[src/rtl/adc_cfg_pkg.sv]
// Constants for the converter configuration register bank
// Contract
// Conversion control at 03h resets 038Eh
// Bit 9 enables second channel
// Bit 8 enables first channel
// Bit 7 selects internal or external clock
// Oversampling ratio is 128 shifted by code
// Power mode: 00 vlow, 01 low, 1x hires
// Gain register at 04h resets 0000h
// Bits 6:4 give second channel gain
// Bits 2:0 give first channel gain
// Chop config at 06h resets 0600h
// Chop delay code gives modulator periods
// Bit 8 turns chop mode on
// Channel configs at 09h, 0Eh reset 0000h
// First channel input route, four ways
// Read-only reserved bits read zero
// Second channel input route, same encoding
// Host writes zero to reserved bits
package adc_cfg_pkg;
  // ************************************************
  // Register offsets (word index, byte address = index)
  // ************************************************
  localparam logic [7:0] conv_ctrl_off = 8'h03;
  localparam logic [7:0] gain_off = 8'h04;
  localparam logic [7:0] chop_off = 8'h06;
  localparam logic [7:0] first_channel_input_config_off = 8'h09;
  localparam logic [7:0] second_channel_input_config_off = 8'h0e;
  // ************************************************
  // Reset values and writable masks
  // ************************************************
  localparam logic [15:0] conv_ctrl_rst = 16'h038e;
  localparam logic [15:0] gain_rst = 16'h0000;
  localparam logic [15:0] chop_rst = 16'h0600;
  localparam logic [15:0] ch_cfg_rst = 16'h0000;
  localparam logic [15:0] conv_ctrl_wmask = 16'h03ff;
  localparam logic [15:0] ch_cfg_wmask = 16'hffc7;
  localparam logic [15:0] full_wmask = 16'hffff;
  // ************************************************
  // Field positions
  // ************************************************
  localparam int second_channel_enable_bit = 9;
  localparam int first_channel_enable_bit = 8;
  localparam int clk_sel_bit = 7;
  localparam int osr_lsb = 2;
  localparam int pwr_lsb = 0;
  localparam int gain1_lsb = 4;
  localparam int gain0_lsb = 0;
  localparam int dly_lsb = 9;
  localparam int chop_en_bit = 8;
  localparam int route_lsb = 0;
  // ************************************************
  // Decoded values
  // ************************************************
  localparam logic [14:0] osr_base = 15'd128;
  localparam logic [16:0] dly_base = 17'd2;
  localparam logic [3:0] dly_missing_code = 4'he;
  localparam logic [3:0] dly_top_code = 4'hf;
  localparam logic [16:0] dly_top = 17'h10000;
  typedef enum logic [2:0] {
    pwr_very_low = 3'b001,
    pwr_low = 3'b010,
    pwr_high_res = 3'b100
  } pwr_mode_e;
  typedef enum logic [3:0] {
    route_ext_pair = 4'b0001,
    route_shorted = 4'b0010,
    route_test_pos = 4'b0100,
    route_test_neg = 4'b1000
  } input_route_e;
endpackage : adc_cfg_pkg

[src/rtl/adc_config_register_bank.sv]
// Configuration register bank of a two-channel converter
`timescale 1ns/1ps
`default_nettype none
module adc_config_register_bank (
  // Clock and reset
  input wire logic clk_in,
  input wire logic rst_n_in,
  // Register port
  input wire logic [7:0] addr_in,
  input wire logic [15:0] wdata_in,
  input wire logic wr_in,
  input wire logic rd_in,
  output logic [15:0] rdata_out,
  // Channel enables and clocking
  output logic second_channel_enable_out,
  output logic first_channel_enable_out,
  output logic ext_clock_select_out,
  output logic [2:0] oversampling_ratio_code_out,
  output logic [14:0] oversampling_ratio_out,
  output adc_cfg_pkg::pwr_mode_e power_mode_out,
  // Amplifier gains
  output logic [2:0] second_channel_gain_code_out,
  output logic [2:0] first_channel_gain_code_out,
  output logic [7:0] second_channel_gain_out,
  output logic [7:0] first_channel_gain_out,
  // Global chop
  output logic chop_mode_enable_out,
  output logic [3:0] chop_delay_code_out,
  output logic [16:0] chop_delay_periods_out,
  // Input routing
  output adc_cfg_pkg::input_route_e first_channel_input_route_out,
  output adc_cfg_pkg::input_route_e second_channel_input_route_out
);
  import adc_cfg_pkg::*;

  // ************************************************
  // Decode helpers
  // ************************************************
  function automatic input_route_e route_of(input logic [1:0] code);
    input_route_e r;
    r = route_ext_pair;
    case (code)
      2'b00: r = route_ext_pair;
      2'b01: r = route_shorted;
      2'b10: r = route_test_pos;
      default: r = route_test_neg;
    endcase
    return r;
  endfunction : route_of

  function automatic logic [7:0] gain_of(input logic [2:0] code);
    return 8'h01 << code;
  endfunction : gain_of

  // ************************************************
  // Address decode
  // ************************************************
  wire logic hit_conv = (addr_in == conv_ctrl_off);
  wire logic hit_gain = (addr_in == gain_off);
  wire logic hit_chop = (addr_in == chop_off);
  wire logic hit_ch0 = (addr_in == first_channel_input_config_off);
  wire logic hit_ch1 = (addr_in == second_channel_input_config_off);

  logic [15:0] conv_q;
  logic [15:0] gain_q;
  logic [15:0] chop_q;
  logic [15:0] ch0_q;
  logic [15:0] ch1_q;

  // ************************************************
  // Register storage
  // ************************************************
  // conversion control reset
  cfg_reg16 #(.rst_val(conv_ctrl_rst), .wmask(conv_ctrl_wmask)) u_conv (
    .clk_in(clk_in),
    .rst_n_in(rst_n_in),
    .wr_in(wr_in && hit_conv),
    .data_in(wdata_in),
    .value_out(conv_q)
  );
  // gain register reset
  cfg_reg16 #(.rst_val(gain_rst), .wmask(full_wmask)) u_gain (
    .clk_in(clk_in),
    .rst_n_in(rst_n_in),
    .wr_in(wr_in && hit_gain),
    .data_in(wdata_in),
    .value_out(gain_q)
  );
  // chop config reset
  cfg_reg16 #(.rst_val(chop_rst), .wmask(full_wmask)) u_chop (
    .clk_in(clk_in),
    .rst_n_in(rst_n_in),
    .wr_in(wr_in && hit_chop),
    .data_in(wdata_in),
    .value_out(chop_q)
  );
  // channel config resets
  cfg_reg16 #(.rst_val(ch_cfg_rst), .wmask(ch_cfg_wmask)) u_ch0 (
    .clk_in(clk_in),
    .rst_n_in(rst_n_in),
    .wr_in(wr_in && hit_ch0),
    .data_in(wdata_in),
    .value_out(ch0_q)
  );
  cfg_reg16 #(.rst_val(ch_cfg_rst), .wmask(ch_cfg_wmask)) u_ch1 (
    .clk_in(clk_in),
    .rst_n_in(rst_n_in),
    .wr_in(wr_in && hit_ch1),
    .data_in(wdata_in),
    .value_out(ch1_q)
  );

  // ************************************************
  // Read path
  // ************************************************
  // reserved read-only bits masked
  wire logic [15:0] nxt_rdata = hit_conv ? conv_q :
                                hit_gain ? gain_q :
                                hit_chop ? chop_q :
                                hit_ch0 ? ch0_q :
                                hit_ch1 ? ch1_q : 16'h0000;
  logic [15:0] rdata_ff;
  always_ff @(posedge clk_in or negedge rst_n_in) begin
    if (!rst_n_in) begin
      rdata_ff <= 16'h0000;
    end else if (rd_in) begin
      rdata_ff <= nxt_rdata;
    end else begin
      rdata_ff <= 16'h0000;
    end
  end
  assign rdata_out = rdata_ff;

  // ************************************************
  // Field decode
  // ************************************************
  // second channel enable
  assign second_channel_enable_out = conv_q[second_channel_enable_bit];
  // first channel enable
  assign first_channel_enable_out = conv_q[first_channel_enable_bit];
  // clock source select
  assign ext_clock_select_out = conv_q[clk_sel_bit];
  // oversampling ratio
  assign oversampling_ratio_code_out = conv_q[osr_lsb +: 3];
  assign oversampling_ratio_out = osr_base << oversampling_ratio_code_out;
  // power mode, 11 aliases 10
  assign power_mode_out = conv_q[pwr_lsb + 1] ? pwr_high_res :
                          conv_q[pwr_lsb] ? pwr_low : pwr_very_low;
  // second channel gain
  assign second_channel_gain_code_out = gain_q[gain1_lsb +: 3];
  assign second_channel_gain_out = gain_of(second_channel_gain_code_out);
  // first channel gain
  assign first_channel_gain_code_out = gain_q[gain0_lsb +: 3];
  assign first_channel_gain_out = gain_of(first_channel_gain_code_out);
  // chop mode enable
  assign chop_mode_enable_out = chop_q[chop_en_bit];
  // chop delay; unlisted code 1110 taken as 65536 too
  assign chop_delay_code_out = chop_q[dly_lsb +: 4];
  assign chop_delay_periods_out = (chop_delay_code_out >= dly_missing_code) ? dly_top :
                                  (dly_base << chop_delay_code_out);
  // first channel routing
  assign first_channel_input_route_out = route_of(ch0_q[route_lsb +: 2]);
  // second channel routing
  assign second_channel_input_route_out = route_of(ch1_q[route_lsb +: 2]);

  // ************************************************
  // Checks
  // ************************************************
  conv_reset_a: assert property (@(posedge clk_in) $rose(rst_n_in) |-> conv_q == conv_ctrl_rst)
    else $error("conversion control not at reset value");
  ch1_enable_a: assert property (@(posedge clk_in) disable iff (!rst_n_in)
    (wr_in && hit_conv) |=> second_channel_enable_out == $past(wdata_in[second_channel_enable_bit]))
    else $error("second channel enable did not follow write");
  ch0_enable_a: assert property (@(posedge clk_in) disable iff (!rst_n_in)
    (wr_in && hit_conv) |=> first_channel_enable_out == $past(wdata_in[first_channel_enable_bit]))
    else $error("first channel enable did not follow write");
  osr_value_a: assert property (@(posedge clk_in) disable iff (!rst_n_in)
    (wr_in && hit_conv && wdata_in[4:2] == 3'b111) |=> oversampling_ratio_out == 15'd16384)
    else $error("oversampling ratio wrong for top code");
  pwr_alias_a: assert property (@(posedge clk_in) disable iff (!rst_n_in)
    conv_q[1] |-> power_mode_out == pwr_high_res)
    else $error("power mode not high resolution");
  gain_write_a: assert property (@(posedge clk_in) disable iff (!rst_n_in)
    (wr_in && hit_gain) |=> second_channel_gain_out == (8'h01 << $past(wdata_in[6:4])))
    else $error("second channel gain wrong");
  chop_delay_a: assert property (@(posedge clk_in) disable iff (!rst_n_in)
    chop_delay_code_out == 4'h3 |-> chop_delay_periods_out == 17'd16)
    else $error("chop delay decode wrong");
  chop_top_a: assert property (@(posedge clk_in) disable iff (!rst_n_in)
    chop_delay_code_out == dly_top_code |-> chop_delay_periods_out == 17'h10000)
    else $error("chop delay top code wrong");
  // Channel configs keep writable reserved bits above, so only 5:3 are checked there
  reserved_conv_a: assert property (@(posedge clk_in) disable iff (!rst_n_in)
    (rd_in && hit_conv) |=> rdata_out[15:10] == 6'h00)
    else $error("conversion control reserved bits not zero");
  reserved_chan_a: assert property (@(posedge clk_in) disable iff (!rst_n_in)
    (rd_in && (hit_ch0 || hit_ch1)) |=> rdata_out[5:3] == 3'b000)
    else $error("channel config reserved bits not zero");
  route_read_a: assert property (@(posedge clk_in) disable iff (!rst_n_in)
    (wr_in && hit_ch0 && wdata_in[1:0] == 2'b01) |=> first_channel_input_route_out == route_shorted)
    else $error("first channel route wrong");
endmodule : adc_config_register_bank
`default_nettype wire

[src/rtl/cfg_reg16.sv]
// One 16-bit configuration register with writable mask
`timescale 1ns/1ps
`default_nettype none
module cfg_reg16 #(
  parameter logic [15:0] rst_val = 16'h0000,
  parameter logic [15:0] wmask = 16'hffff
) (
  // Clock and reset
  input wire logic clk_in,
  input wire logic rst_n_in,
  // Write port
  input wire logic wr_in,
  input wire logic [15:0] data_in,
  // Stored value
  output logic [15:0] value_out
);
  logic [15:0] val_ff;
  wire logic [15:0] nxt_val = (data_in & wmask) | (val_ff & ~wmask);
  always_ff @(posedge clk_in or negedge rst_n_in) begin
    if (!rst_n_in) begin
      val_ff <= rst_val;
    end else if (wr_in) begin
      val_ff <= nxt_val;
    end
  end
  // Read-only bits held at zero regardless of the stored value
  assign value_out = val_ff & wmask;
endmodule : cfg_reg16
`default_nettype wire

[config.mk]
export PLATFORM = sky130hd
export DESIGN_NAME = adc_config_register_bank
export DESIGN_NICKNAME = d
export VERILOG_FILES = /design/src/rtl/adc_cfg_pkg.sv /design/src/rtl/adc_config_register_bank.sv /design/src/rtl/cfg_reg16.sv
export SDC_FILE = /design/constraint.sdc
export NUM_CORES = 1
export LEC_CHECK = 0
export BUFFER_PORTS_ARGS = -buffer_cell sky130_fd_sc_hd__buf_4
export CAP_MARGIN = 20
export CELL_PAD_IN_SITES_DETAIL_PLACEMENT = 0
export CELL_PAD_IN_SITES_GLOBAL_PLACEMENT = 1
export CORE_UTILIZATION = 41
export DETAILED_ROUTE_END_ITERATION = 10
export PLACE_DENSITY = 0.83
export RECOVER_POWER = 50
export SETUP_SLACK_MARGIN = 0.05
export SLEW_MARGIN = 30
export SYNTH_ARGS = -nofsm -noshare
export SYNTH_HDL_FRONTEND = slang
export SYNTH_SLANG_ARGS = --single-unit
[constraint.sdc]
create_clock -name clk_in -period 1.37 [get_ports clk_in]
set_input_delay 0.0685 -clock clk_in [delete_from_list [all_inputs] [get_ports clk_in]]
set_output_delay 0.0685 -clock clk_in [all_outputs]
set_load 0.01 [all_outputs]
==> results of run 1 <==
==> what timing repair did <==
item | 4_1_cts | 5_1_grt
hold endpoints to repair | 146 | 0
pin swaps | 7 | 21
endpoints found under the setup margin | 49 | 104
gates cloned | 1 | 3
resized for setup | 67 | 65
hold buffers | 17 | 0
buffers inserted | 18 | 11
==> through the flow <==
stage / util (%) / total power, uW / cell area (um^2) / cells
CTS: 60.7 / 5290 / 6050 / 647
detailed placement: 52.7 / 3360 / 5250 / 595
global route: 64.1 / 5550 / 6380 / 661
global placement: 52.7 / 3340 / 5250 / 595
finish: 64.1 / 5330 / 6380 / 661
floorplan: - / 3030 / 4320 / 377
==> cell usage in the layout, fill, tap and decap left out, types with 5 or more instances in the layout <==
cell type,instances
clkbuf_8,11
buf_4,116
mux2i_1,7
nor2b_1,5
clkbuf_1,8
mux2_2,42
and3b_1,8
dfstp_2,8
o21ai_0,13
dlygate4sd3_1,17
mux2_4,29
conb_1,9
buf_6,35
dfrtp_2,6
a21oi_1,5
nand2_1,10
buf_12,5
dfrtp_1,70
nor3_2,6
nor3b_2,9
a22o_1,13
nor2_1,25
==> power by group through the flow <==
stage | clock [uW] | sequential [uW] | combinational, uW
5_1_grt | 1960 | 2690 | 906
6_report | 1810 | 2680 | 850
3_5_place_dp | 0 | 2720 | 638
2_1_floorplan | 0 | 2670 | 358
3_3_place_gp | 0 | 2710 | 623
4_1_cts | 1840 | 2670 | 779
==> critical path: stages (launching register included) <==
cell     delay (ns)
dfstp_2        0.62
nand2_2        0.10
nor3_2         0.18
buf_4          0.18
==> flip-flops by register name, indices dropped and copies added, names as in the netlist <==
name,cells
u_chop.value_out,16
u_ch1.val_ff,13
rdata_out,16
u_ch0.val_ff,13
u_gain.value_out,16
u_conv.val_ff,10
==> area by class of cell <==
type / instances / area share [%]
Clock inverter: 3 / 0.706
Sequential cell: 84 / 33.2
Timing Repair Buffer: 188 / 26.2
Inverter: 3 / 0.177
Tap cell: 133 / 2.61
Multi-Input combinational cell: 237 / 34.6
Clock buffer: 13 / 2.49
==> metal layers <==
layer,wire [um],GRT usage [%],vias to the layer above
met5,0,0,-
met2,6070,34.8,123
li1,-,-,1588
met1,5390,29.8,1754
met3,519,4.20,16
met4,178,6.53,0
==> path summary, 6_finish.rpt <==
path / startpoint / end / slack [ns] / cells past startpoint
hold / removal: rd_in / rdata_out[5]$_DFF_PN0_ / 0.06 / 3
hold reg to reg: u_ch1.val_ff[6]$_DFFE_PN0P_ / u_ch1.val_ff[6]$_DFFE_PN0P_ / 0.51 / 1
min in group asynchronous: rst_n_in / rdata_out[5]$_DFF_PN0_ / 0.19 / 2
setup / recovery: u_chop.value_out[9]$_DFFE_PN1P_ / chop_delay_periods_out[4] / -0.12 / 3
max in group asynchronous: rst_n_in / u_chop.value_out[10]$_DFFE_PN1P_ / 0.25 / 3
setup reg to reg: u_conv.val_ff[2]$_DFFE_PN1P_ / rdata_out[2]$_DFF_PN0_ / 0.02 / 5
==> cells by family (layout without fill, tap and decap cells) <==
logic type / count (synthesis) / count (layout) / synth area share, %
AOI/OAI and AO/OA: 51 / 51 / 8.83
and+or+nand+nor: 99 / 99 / 13.4
other: 1 / 9 / 0.0876
DFF: 84 / 84 / 49.3
buffers and inverters: 56 / 207 / 7.98
muxes: 78 / 78 / 20.3
==> reports/qor.log, run 1 <==
INFO  finish         ant_diodes=0
INFO  global_routing grt_max_degree=37
INFO  logic_synthesis synthesis.area_per_instance=11.6um^2
INFO  detailed_routing routed_wire_length_per_instance=18.4um
INFO  pwr            p_leak=0.00318uW
INFO  logic_synthesis synth_enable_flop_cells=0
INFO  global_routing global_route.overflow_total=0
INFO  logic_synthesis number_of_storage_elements_in_the_synthesis_netlist=84
INFO  die            width_of_the_chip=104um
INFO  die            fp.dieArea=0.0109mm^2
INFO  die            floorplan.initialDensity=43.0%
INFO  timing         timing.final.crit_share=109%
INFO  cts            cts_made_buffers=9
INFO  pwr            internal_power=3980uW
INFO  detailed_routing drtAntennaViolNets=0
INFO  timing         rsz0062_at_grt=true
INFO  logic_synthesis synth.cells.most_frequent=dfrtp_1 (76), mux2_2 (70), nor2_1 (28)
INFO  critical_path  timing_worst_setup_path_type=flop to output pin
INFO  global_routing grt_antenna_before_repair=0
INFO  worst_hold_path hold_path.class=primary input to flop
INFO  detailed_routing drc=0
INFO  finish         final.fill_count=753
INFO  cts            h_tree_levels=3
INFO  pwr            clkPwrFrac=33.9%
INFO  pwr            power.switching_fraction=25.3%
INFO  pwr            power_density=837mW/mm^2
INFO  placement      pre_cts_slack=-0.366ns
INFO  timing         fin_tns_setup=-1.49ns
INFO  placement      routabilityCongestion=0.733
INFO  global_routing number_of_global_route_vias_before_repair=3457
INFO  timing         report.final.slew_viol_count=0
INFO  job            maxCapViolations=0
INFO  cts            clock-sinks=84
INFO  finish         areaGrowthSynthToFinish=49.0%
INFO  logic_synthesis dominantRegCellSynth=dfrtp_1
INFO  timing         finalHoldViolations=0
INFO  timing         worst_slew_pin_slew=0.668ns
INFO  global_routing aggregate_global_route_resource_usage=21.7%
INFO  cts            cts_tree=yes
INFO  die            fp.coreArea=0.00995mm^2
INFO  logic_synthesis synth_most_common_cell=dfrtp_1
INFO  timing         finalHoldWorstSlack=0.0612ns
INFO  timing         finalSetupViolations=43
INFO  timing         clock_skew=0.0100ns
INFO  finish         register_area=0.00212mm^2
INFO  pwr            comb_power_share=15.9%
INFO  logic_synthesis synth_area_leader_cell=dfrtp_1
INFO  logic_synthesis synthArstFlopShare=100%
INFO  detailed_routing detailedRoute.firstIterationViolations=211
INFO  logic_synthesis post_synth_inst_count=369
INFO  detailed_routing vias=3481
INFO  detailed_routing vias_per_cell=5.27
INFO  timing         timing.final.ws_setup=-0.125ns
INFO  pwr            sequentialPowerShare=50.2%
INFO  global_routing first_pass_grt_wire_length=18400um
INFO  cts            worst_setup_hold_path_clk_slew=0.09ns
INFO  pwr            power.switching=1350uW
INFO  timing         max_freq=669MHz
INFO  detailed_routing drt_pass1_iterations=5
INFO  detailed_routing totalWireLength=12200um
INFO  logic_synthesis synth.yosys.seq_area_share=49.3%
INFO  placement      count_of_buffers_inserted_at_the_top_level_ports=110
INFO  finish         ratio_of_cells_with_drive_above_1_in_the_final_layout=59.5%
INFO  die            io_pins=120
INFO  run_status     failed_checks=negative setup slack
INFO  run_status     outcome=finished, violations left
INFO  critical_path  critical_path.endpoint_type=output pin
INFO  die            placementRows=36
INFO  die            die-height=104um
INFO  logic_synthesis synth.distinct_cells=39
INFO  critical_path  timing.critical_path.fanout_max=6
INFO  logic_synthesis fraction_of_post_synthesis_cell_area_in_the_top_cell_type_by_area=44.4%
INFO  timing         relSlewSlack=55.4%
INFO  pwr            ir_drop=0.000645V
INFO  critical_path  cp.required=1.30ns
INFO  logic_synthesis syn-cell-area=0.00428mm^2
INFO  placement      dpl.hpwl=7450um
INFO  cts            clkLatencyLatePin=0.36ns
INFO  cts            cts.path.max_buffers=2
INFO  logic_synthesis ys_top_cells_by_area=dfrtp_1 (44%), mux2_2 (18%), dfstp_2 (4.9%)
INFO  critical_path  worst_setup_path_start_kind=flop
INFO  cts            clk_root_buffer_cell=clkbuf_8
INFO  timing         period_minus_slack=1.49ns
INFO  critical_path  critical_path_arrival=1.43ns
INFO  logic_synthesis synth_warnings=0
INFO  finish         layout_net_count=551
INFO  finish         multi_input_comb_area=0.00221mm^2
Power figures use the tool's default switching activity.
==> inputs of run 2 (changes only) <==
- ABC_AREA: not set -> 1
- CORE_UTILIZATION: 41 -> 38
- PLACE_DENSITY: 0.83 -> 0.82
==> run 2 against run 1 <==
The run still ends with negative setup slack left. Worst setup slack improved by 0.079 ns. Routed wire length decreased by 4.9%. Combinational power increased by 8.8%. Via count increased by 14%. Clock-buffer cell count decreased by 2. Utilization decreased by 8.6 points. Worst hold slack got worse by 0.053 ns. Critical path type unchanged. Largest cell class is now sequential cells. Highest routed layer unchanged.
==> reports/qor.log, run 2 <==
INFO  global_routing global_route.overflow_total=0 [unchanged]
INFO  timing         rsz0062_at_grt=true
INFO  logic_synthesis yosys.area_share.xor_xnor=0% [unchanged]
INFO  logic_synthesis syn-cell-area=0.00432mm^2 [+0.82%]
INFO  placement      dpl_cell_area=0.00534mm^2 [+1.6%]
INFO  logic_synthesis number_of_storage_elements_in_the_synthesis_netlist=84 [unchanged]
INFO  finish         ratio_of_cells_with_drive_above_1_in_the_final_layout=32.9% [-27 points]
INFO  pwr            comb_power_share=15.2% [-0.7 points]
INFO  die            fp.dieArea=0.0118mm^2 [+8.6%]
INFO  placement      pre_cts_slack=0.0202ns [+0.387 ns]
INFO  critical_path  timing.rr.start=u_chop.value_out[9]$_DFFE_PN1P_
INFO  detailed_routing totalWireLength=11600um [-4.9%]
INFO  timing         relSlewSlack=49.1% [-6.3 points]
INFO  job            maxCapViolations=0 [unchanged]
INFO  critical_path  rr_worst_depth=5 [unchanged]
INFO  placement      count_of_buffers_inserted_at_the_top_level_ports=110 [unchanged]
INFO  timing         worst_slew_pin_slew=0.763ns [+0.0949 ns]
INFO  critical_path  timing.critical_path.fanout_max=5 [-1]
INFO  run_status     failed_checks=negative setup slack
INFO  die            width_of_the_chip=109um [+4.2%]
INFO  worst_hold_path hold_path.class=primary input to flop
INFO  run_status     outcome=finished, violations left
INFO  logic_synthesis synthArstFlopShare=100% [unchanged]
INFO  logic_synthesis synth_most_common_cell=nand2_1
INFO  timing         max_freq=707MHz [+5.6%]
INFO  critical_path  critical_path_arrival=1.35ns [-0.08 ns]
INFO  cts            worst_setup_hold_path_clk_slew=0.06ns [-0.03 ns]
INFO  detailed_routing drt_pass1_iterations=4 [-1]
INFO  worst_hold_path hp-start=wdata_in[0]
INFO  timing         period_minus_slack=1.42ns [-0.0794 ns]
INFO  critical_path  worstReg2RegEnd=rdata_out[9]$_DFF_PN0_
INFO  logic_synthesis synth_area_leader_cell=dfrtp_1
INFO  logic_synthesis synth.distinct_cells=27 [-31%]
INFO  detailed_routing drc=0 [unchanged]
INFO  detailed_routing routed_wire_length_per_instance=13.9um [-24%]
INFO  cts            cts_tree=yes
INFO  cts            cts_made_buffers=9 [unchanged]
INFO  global_routing number_of_global_route_vias_before_repair=3711 [+7.3%]
INFO  detailed_routing vias=3975 [+14%]
INFO  die            fp.coreArea=0.0109mm^2 [+9.9%]
INFO  logic_synthesis combinational_family_with_the_most_area_after_synthesis=simple AND/OR/NAND/NOR gates
INFO  cts            clk_root_buffer_cell=clkbuf_16
INFO  finish         finalInstanceArea=0.00606mm^2 [-4.9%]
INFO  finish         layout_net_count=715 [+30%]
INFO  detailed_routing detailedRoute.firstIterationViolations=196 [-7.1%]
INFO  timing         timing.final.crit_share=103% [-5.8 points]
INFO  critical_path  rrSetupSlack=0.18ns [+0.16 ns]
INFO  pwr            power.switching_fraction=25.7% [+0.43 points]
INFO  pwr            power_density=1010mW/mm^2 [+20%]
INFO  die            io_pins=120 [unchanged]
INFO  logic_synthesis synth.cells.most_frequent=nand2_1 (97), dfrtp_1 (76), inv_1 (67)
INFO  pwr            internal_power=4530uW [+14%]
INFO  timing         report.final.slew_viol_count=0 [unchanged]
INFO  die            floorplan.initialDensity=39.5% [-3.5 points]
INFO  finish         final_common_cell=buf_4
INFO  pwr            clkPwrFrac=39.4% [+5.5 points]
INFO  finish         ant_diodes=0 [unchanged]
INFO  timing         finalHoldViolations=0 [unchanged]
INFO  timing         finalSetupViolations=12 [-72%]
INFO  logic_synthesis synth_enable_flop_cells=0 [unchanged]
INFO  die            die-height=109um [+4.2%]
INFO  detailed_routing vias_per_cell=4.78 [-9.3%]
INFO  cts            clkLatencyLatePin=0.34ns [-0.02 ns]
INFO  logic_synthesis synth.mux.area_fraction=0% [-20 points]
INFO  global_routing first_pass_grt_wire_length=18400um [-0.11%]
INFO  die            placementRows=38 [+5.6%]
INFO  logic_synthesis synth_warnings=0 [unchanged]
INFO  detailed_routing drtAntennaViolNets=0 [unchanged]
INFO  critical_path  cp.required=1.30ns [about the same]
INFO  pwr            sequentialPowerShare=45.5% [-4.7 points]
INFO  cts            h_tree_levels=3 [unchanged]
INFO  logic_synthesis synth-compound-area-share=10.7% [+1.9 points]
INFO  logic_synthesis synth.yosys.seq_area_share=48.9% [-0.40 points]
INFO  worst_hold_path hold_path_end=u_chop.value_out[0]$_DFFE_PN0P_
INFO  finish         areaGrowthSynthToFinish=40.5%
INFO  pwr            ir_drop=0.000645V [about the same]
INFO  logic_synthesis fraction_of_post_synthesis_cell_area_in_the_top_cell_type_by_area=44.1% [-0.36 points]
INFO  worst_hold_path worst_hold_path.num_cells=3 [unchanged]
INFO  critical_path  worst_setup_path_start_kind=flop
INFO  pwr            total_power=6100uW [+14%]
INFO  cts            clock-sinks=84 [unchanged]
INFO  global_routing grt_antenna_before_repair=0 [unchanged]
INFO  pwr            p_leak=0.00311uW [-2.2%]
INFO  logic_synthesis ys_top_cells_by_area=dfrtp_1 (44%), nand2_1 (8.4%), nand3_1 (7.5%)
INFO  pwr            power.switching=1570uW [+16%]
INFO  logic_synthesis dominantRegCellSynth=dfrtp_1
INFO  placement      routabilityCongestion=0.818 [+12%]
INFO  critical_path  timing_worst_setup_path_type=flop to output pin
INFO  critical_path  crit_path_start=u_chop.value_out[10]$_DFFE_PN1P_
INFO  global_routing grt_max_degree=85 [+130%]
INFO  cts            cts.path.max_buffers=2 [unchanged]
INFO  placement      dpl.hpwl=8110um [+8.8%]
INFO  timing         clock_skew=0.00676ns [-0.00326 ns]
INFO  logic_synthesis simple_gate_portion_of_the_synthesized_area=27.5% [+14 points]
INFO  logic_synthesis post_synth_inst_count=539 [+46%]
INFO  critical_path  critical_path.endpoint_type=output pin
INFO  logic_synthesis synthesis.area_per_instance=8.01um^2 [-31%]
INFO  logic_synthesis synth_adder_area_share=0% [unchanged]
INFO  global_routing aggregate_global_route_resource_usage=20.5% [-1.2 points]
INFO  finish         layout_common_cells=buf_4 (131), nand2_1 (94), dfrtp_1 (67)
INFO  timing         timing.final.ws_setup=-0.0453ns [+0.0794 ns]
run 2: worst max-delay path by stage:
stage	endpoint	slack, ns
6_report	chop_delay_periods_out[11]	-0.05
2_1_floorplan	u_conv.val_ff[4]$_DFFE_PN0P_	0.16
3_3_place_gp	rdata_out[4]$_DFF_PN0_	0.04
3_5_place_dp	rdata_out[4]$_DFF_PN0_	0.02
5_1_grt	chop_delay_periods_out[12]	-0.11
4_1_cts	chop_delay_periods_out[3]	-0.06
run 2: what timing repair did:
item                                   CTS  global route
endpoints found under the hold margin  106             0
hold buffers                            16             0
setup endpoints to repair               34            33
resized for setup                       25            37
pin swaps                                3             5
buffers inserted                         9            11
run 2: routing by layer:
metal | GRT usage (%) | share of wire, % | vias up | wire [um]
met5 | 0 | 0 | - | 0
met4 | 8.49 | 1.6 | 0 | 184
met3 | 2.65 | 4.7 | 16 | 549
met2 | 33.0 | 49 | 110 | 5650
met1 | 27.9 | 45 | 1838 | 5180
li1 | - | - | 2011 | -
run 2: kinds of logic after synthesis:
kind of cell           count (synthesis)
buffers and inverters                115
AND/OR/NAND/NOR                      255
AO/OA/AOI/OAI                         84
flip-flops                            84
other                                  1
run 2: stage by stage:
step / hold WS (ns) / cells / utilization (%) / TNS [ns]
after floorplan: -0.227 / 547 / - / 0
after global placement: 0.139 / 780 / 48.8 / 0
after detailed placement: 0.140 / 780 / 48.8 / 0
after CTS: 0.00568 / 821 / 54.3 / -0.399
after global routing: 0.0286 / 832 / 55.4 / -1.21
final: 0.00835 / 832 / 55.4 / -0.286
run 2: power groups by stage:
stage          Clock, uW  Combinational (uW)  Sequential [uW]
2_1_floorplan          0                 410             2770
3_3_place_gp           0                 739             2810
3_5_place_dp           0                 750             2810
4_1_cts             2460                 859             2770
5_1_grt             2540                1020             2790
6_report            2400                 925             2770
run 2: layout make-up:
| class | count | area [um^2] |
|---|---|---|
| fillers | 1028 | 4870 |
| flip-flops and latches | 84 | 2120 |
| multi-input cells | 348 | 1810 |
| repair buffers | 172 | 1380 |
| inverters | 72 | 278 |
| clock buffers | 11 | 243 |
| well taps | 140 | 175 |
| clock inverters | 5 | 52.6 |
run 2: critical path, stage by stage, from the launching register on:
cell and delay, ns:
dfstp_2 0.59, buf_6 0.12, nand3_4 0.08, nor2_2 0.09, buf_4 0.12
==> inputs of run 3 (changes only) <==
--- a/config.mk
+++ b/config.mk
@@ -7,3 +7,3 @@
 export LEC_CHECK = 0
-export ABC_AREA = 1
+export ABC_AREA = 0
 export BUFFER_PORTS_ARGS = -buffer_cell sky130_fd_sc_hd__buf_4
@@ -12,5 +12,5 @@
 export CELL_PAD_IN_SITES_GLOBAL_PLACEMENT = 1
-export CORE_UTILIZATION = 38
+export CORE_UTILIZATION = 41
 export DETAILED_ROUTE_END_ITERATION = 10
-export PLACE_DENSITY = 0.82
+export PLACE_DENSITY = 0.83
 export RECOVER_POWER = 50
--- a/constraint.sdc
+++ b/constraint.sdc
@@ -3,2 +3,2 @@
 set_output_delay 0.0685 -clock clk_in [all_outputs]
-set_load 0.01 [all_outputs]
+set_load 0.1 [all_outputs]
==> run 3 against run 2 <==
The run still ends with negative setup slack left. First-iteration DRC count is 15% lower. Register-to-register slack worse by 0.30 ns. Worst setup slack got worse by 0.24 ns. Sequential power is 3% lower. Sequential share of layout area down 6.3 points. Worst hold slack improved by 0.018 ns. Die area shrank 7.9%. Utilization increased by 19 points.
==> reports/qor.log, run 3 (same netlist as run 1, synthesis figures left out) <==
INFO  cts            cts.path.max_buffers=2 [unchanged]
INFO  finish         layout_net_count=575 [-20%]
INFO  global_routing first_pass_grt_wire_length=21300um [+16%]
INFO  global_routing grt_max_degree=35 [-59%]
INFO  detailed_routing drt_pass1_iterations=4 [unchanged]
INFO  finish         final.fill_count=616 [-40%]
INFO  worst_hold_path hp-start=wdata_in[0]
INFO  die            fp.coreArea=0.00995mm^2 [-9.0%]
INFO  placement      count_of_buffers_inserted_at_the_top_level_ports=110 [unchanged]
INFO  timing         max_freq=605MHz [-14%]
INFO  pwr            ir_drop=0.000683V [+5.9%]
INFO  timing         timing.final.ws_setup=-0.283ns [-0.238 ns]
INFO  worst_hold_path worst_hold_path.num_cells=2 [-1]
INFO  timing         worst_slew_pin_slew=0.843ns [+0.0794 ns]
INFO  critical_path  critical_path.endpoint_type=output pin
INFO  detailed_routing vias_per_cell=5.41 [+13%]
INFO  critical_path  cp.required=1.30ns [about the same]
INFO  timing         clock_skew=0.0164ns [+0.00962 ns]
INFO  timing         period_minus_slack=1.65ns [+0.238 ns]
INFO  critical_path  rrSetupSlack=-0.12ns [-0.30 ns]
INFO  global_routing number_of_global_route_vias_before_repair=3810 [+2.7%]
INFO  pwr            internal_power=4280uW [-5.4%]
INFO  critical_path  timing.critical_path.fanout_max=6 [+1]
INFO  finish         layout_common_cells=buf_4 (82), dfrtp_1 (68), buf_12 (51)
INFO  finish         register_area=0.00212mm^2 [about the same]
INFO  finish         final_common_cell=buf_4
INFO  die            fp.dieArea=0.0109mm^2 [-7.9%]
INFO  global_routing global_route.overflow_total=0 [unchanged]
INFO  die            width_of_the_chip=104um [-4.0%]
INFO  timing         report.final.slew_viol_count=0 [unchanged]
INFO  job            maxCapViolations=0 [unchanged]
INFO  critical_path  timing_worst_setup_path_type=flop to output pin
INFO  timing         finalSetupViolations=62 [+50]
INFO  finish         multi_input_comb_area=0.00246mm^2 [+36%]
INFO  finish         ant_diodes=0 [unchanged]
INFO  cts            cts_tree=yes
INFO  cts            cts_made_buffers=9 [unchanged]
INFO  placement      pre_cts_slack=-0.374ns [-0.395 ns]
INFO  pwr            p_leak=0.00344uW [+10%]
INFO  die            floorplan.initialDensity=43.0% [+3.5 points]
INFO  finish         ratio_of_cells_with_drive_above_1_in_the_final_layout=66.3% [+33 points]
INFO  run_status     outcome=finished, violations left
INFO  die            die-height=104um [-4.0%]
INFO  run_status     failed_checks=negative setup slack
INFO  timing         relSlewSlack=43.8% [-5.3 points]
INFO  detailed_routing routed_wire_length_per_instance=20.4um [+47%]
INFO  critical_path  worstReg2RegEnd=rdata_out[9]$_DFF_PN0_
INFO  critical_path  rr_worst_depth=7 [+2]
INFO  die            io_pins=120 [unchanged]
INFO  worst_hold_path hold_path.class=primary input to flop
INFO  cts            clock-sinks=84 [unchanged]
INFO  pwr            clkPwrFrac=29.9% [-9.5 points]
INFO  timing         finalHoldViolations=0 [unchanged]
INFO  detailed_routing drc=0 [unchanged]
INFO  pwr            power_density=868mW/mm^2 [-14%]
INFO  pwr            power.switching=2130uW [+36%]
INFO  pwr            comb_power_share=28.3% [+13 points]
INFO  detailed_routing totalWireLength=13900um [+21%]
INFO  cts            worst_setup_hold_path_clk_slew=0.08ns [+0.02 ns]
INFO  worst_hold_path hold_path_end=u_gain.value_out[0]$_DFFE_PN0P_
INFO  placement      dpl.hpwl=8060um [-0.58%]
INFO  global_routing aggregate_global_route_resource_usage=25.1% [+4.6 points]
INFO  detailed_routing drtAntennaViolNets=0 [unchanged]
INFO  detailed_routing vias=3705 [-6.8%]
INFO  critical_path  critical_path_max_stage_delay=0.70ns [+0.11 ns]
INFO  critical_path  worst_setup_path_start_kind=flop
INFO  detailed_routing detailedRoute.firstIterationViolations=167 [-15%]
INFO  timing         rsz0062_at_grt=true
INFO  placement      routabilityCongestion=0.858 [+4.9%]
INFO  critical_path  timing.critical_path.slowest_stage_cell=dfstp_2
INFO  global_routing grt_antenna_before_repair=0 [unchanged]
INFO  cts            clk_root_buffer_cell=clkbuf_8
INFO  critical_path  timing.rr.start=u_chop.value_out[9]$_DFFE_PN1P_
INFO  cts            clkLatencyLatePin=0.35ns [about the same]
INFO  critical_path  critical_path_arrival=1.58ns [+0.23 ns]
INFO  cts            h_tree_levels=3 [unchanged]
INFO  die            placementRows=36 [-5.3%]
INFO  timing         fin_tns_setup=-5.48ns [-5.19 ns]
INFO  critical_path  cp_cell_sequence=nand2_8 > nor3_4 > buf_12
INFO  pwr            sequentialPowerShare=41.8% [-3.7 points]
INFO  finish         areaGrowthSynthToFinish=72.6%
INFO  critical_path  worst-path-buf-inv=1 [-1]
INFO  timing         timing.final.crit_share=121% [+17 points]
INFO  critical_path  cp_top_family=flip-flops
INFO  pwr            power.switching_fraction=33.2% [+7.5 points]
run 3: cell count changes in the layout (fill, tap and decap cells not counted), moves of 42 or more:
cell / before / now
nand2_1: 94 / 12
o21ai_1: 47 / 5
buf_12: 4 / 51
inv_1: 57 / 3
nand3_1: 64 / 1
buf_4: 131 / 82
run 3: through the flow:
stage,hold slack [ns],instances,power (uW),area [um^2],util (%)
floorplan,-0.227,377,3850,4980,-
global route,0.0138,685,6610,7390,74.2
global placement,0.0373,619,4160,5940,59.7
finish,0.0260,685,6410,7390,74.2
CTS,0.00457,678,6320,7170,72.0
detailed placement,0.0431,619,4180,5940,59.7
run 3: worst max path at each step:
stage	from	endpoint	slack, ns	cells past startpoint
after global routing	u_chop.value_out[9]$_DFFE_PN1P_	chop_delay_periods_out[4]	-0.32	3
after CTS	u_chop.value_out[10]$_DFFE_PN1P_	chop_delay_periods_out[1]	-0.25	4
final	u_chop.value_out[10]$_DFFE_PN1P_	chop_delay_periods_out[4]	-0.28	3
after global placement	addr_in[6]	u_chop.value_out[0]$_DFFE_PN0P_	-0.36	6
after floorplan	u_ch1.val_ff[1]$_DFFE_PN0P_	second_channel_input_route_out[1]	-0.44	1
after detailed placement	addr_in[6]	u_chop.value_out[1]$_DFFE_PN0P_	-0.37	6
run 3: timing repair:
| action | 4_1_cts | 5_1_grt |
|---|---|---|
| endpoints found under the hold margin | 78 | 0 |
| hold buffers | 15 | 0 |
| endpoints found under the setup margin | 92 | 99 |
| gates resized for setup | 173 | 51 |
| pin swaps | 21 | 18 |
| setup buffers | 24 | 7 |
| gates cloned | 4 | 0 |
run 3: worst register-to-register path, delay by kind of cell, from the launching register on:
| kind | cells | cell delay [ns] |
|---|---|---|
| compound gates | 2 | 0.21 |
| buf+inv | 3 | 0.36 |
| flops | 1 | 0.68 |
| mux | 1 | 0.07 |
| simple gates | 1 | 0.11 |
run 3: power groups by stage:
| stage | Sequential, uW | Combinational (uW) | Clock (uW) |
|---|---|---|---|
| 2_1_floorplan | 2720 | 1130 | 0 |
| 3_3_place_gp | 2730 | 1430 | 0 |
| 3_5_place_dp | 2740 | 1450 | 0 |
| 4_1_cts | 2670 | 1720 | 1930 |
| 5_1_grt | 2690 | 1870 | 2040 |
| 6_report | 2680 | 1810 | 1920 |
run 3: final cells by class:
cell class	count	area share, %
Tap cell	133	2.25
Timing Repair Buffer	211	32.8
Clock inverter	4	0.999
Multi-Input combinational cell	238	33.3
Inverter	3	0.152
Sequential cell	84	28.7
Clock buffer	12	1.83
run 3: layer usage:
layer / routed length [um] / vias to the layer above / track usage (%) / share of wire, %
met2: 7270 / 140 / 43.8 / 52
met3: 595 / 22 / 4.82 / 4.3
met5: 0 / - / 0 / 0
met4: 289 / 0 / 7.35 / 2.1
li1: - / 1634 / - / -
met1: 5800 / 1909 / 31.7 / 42
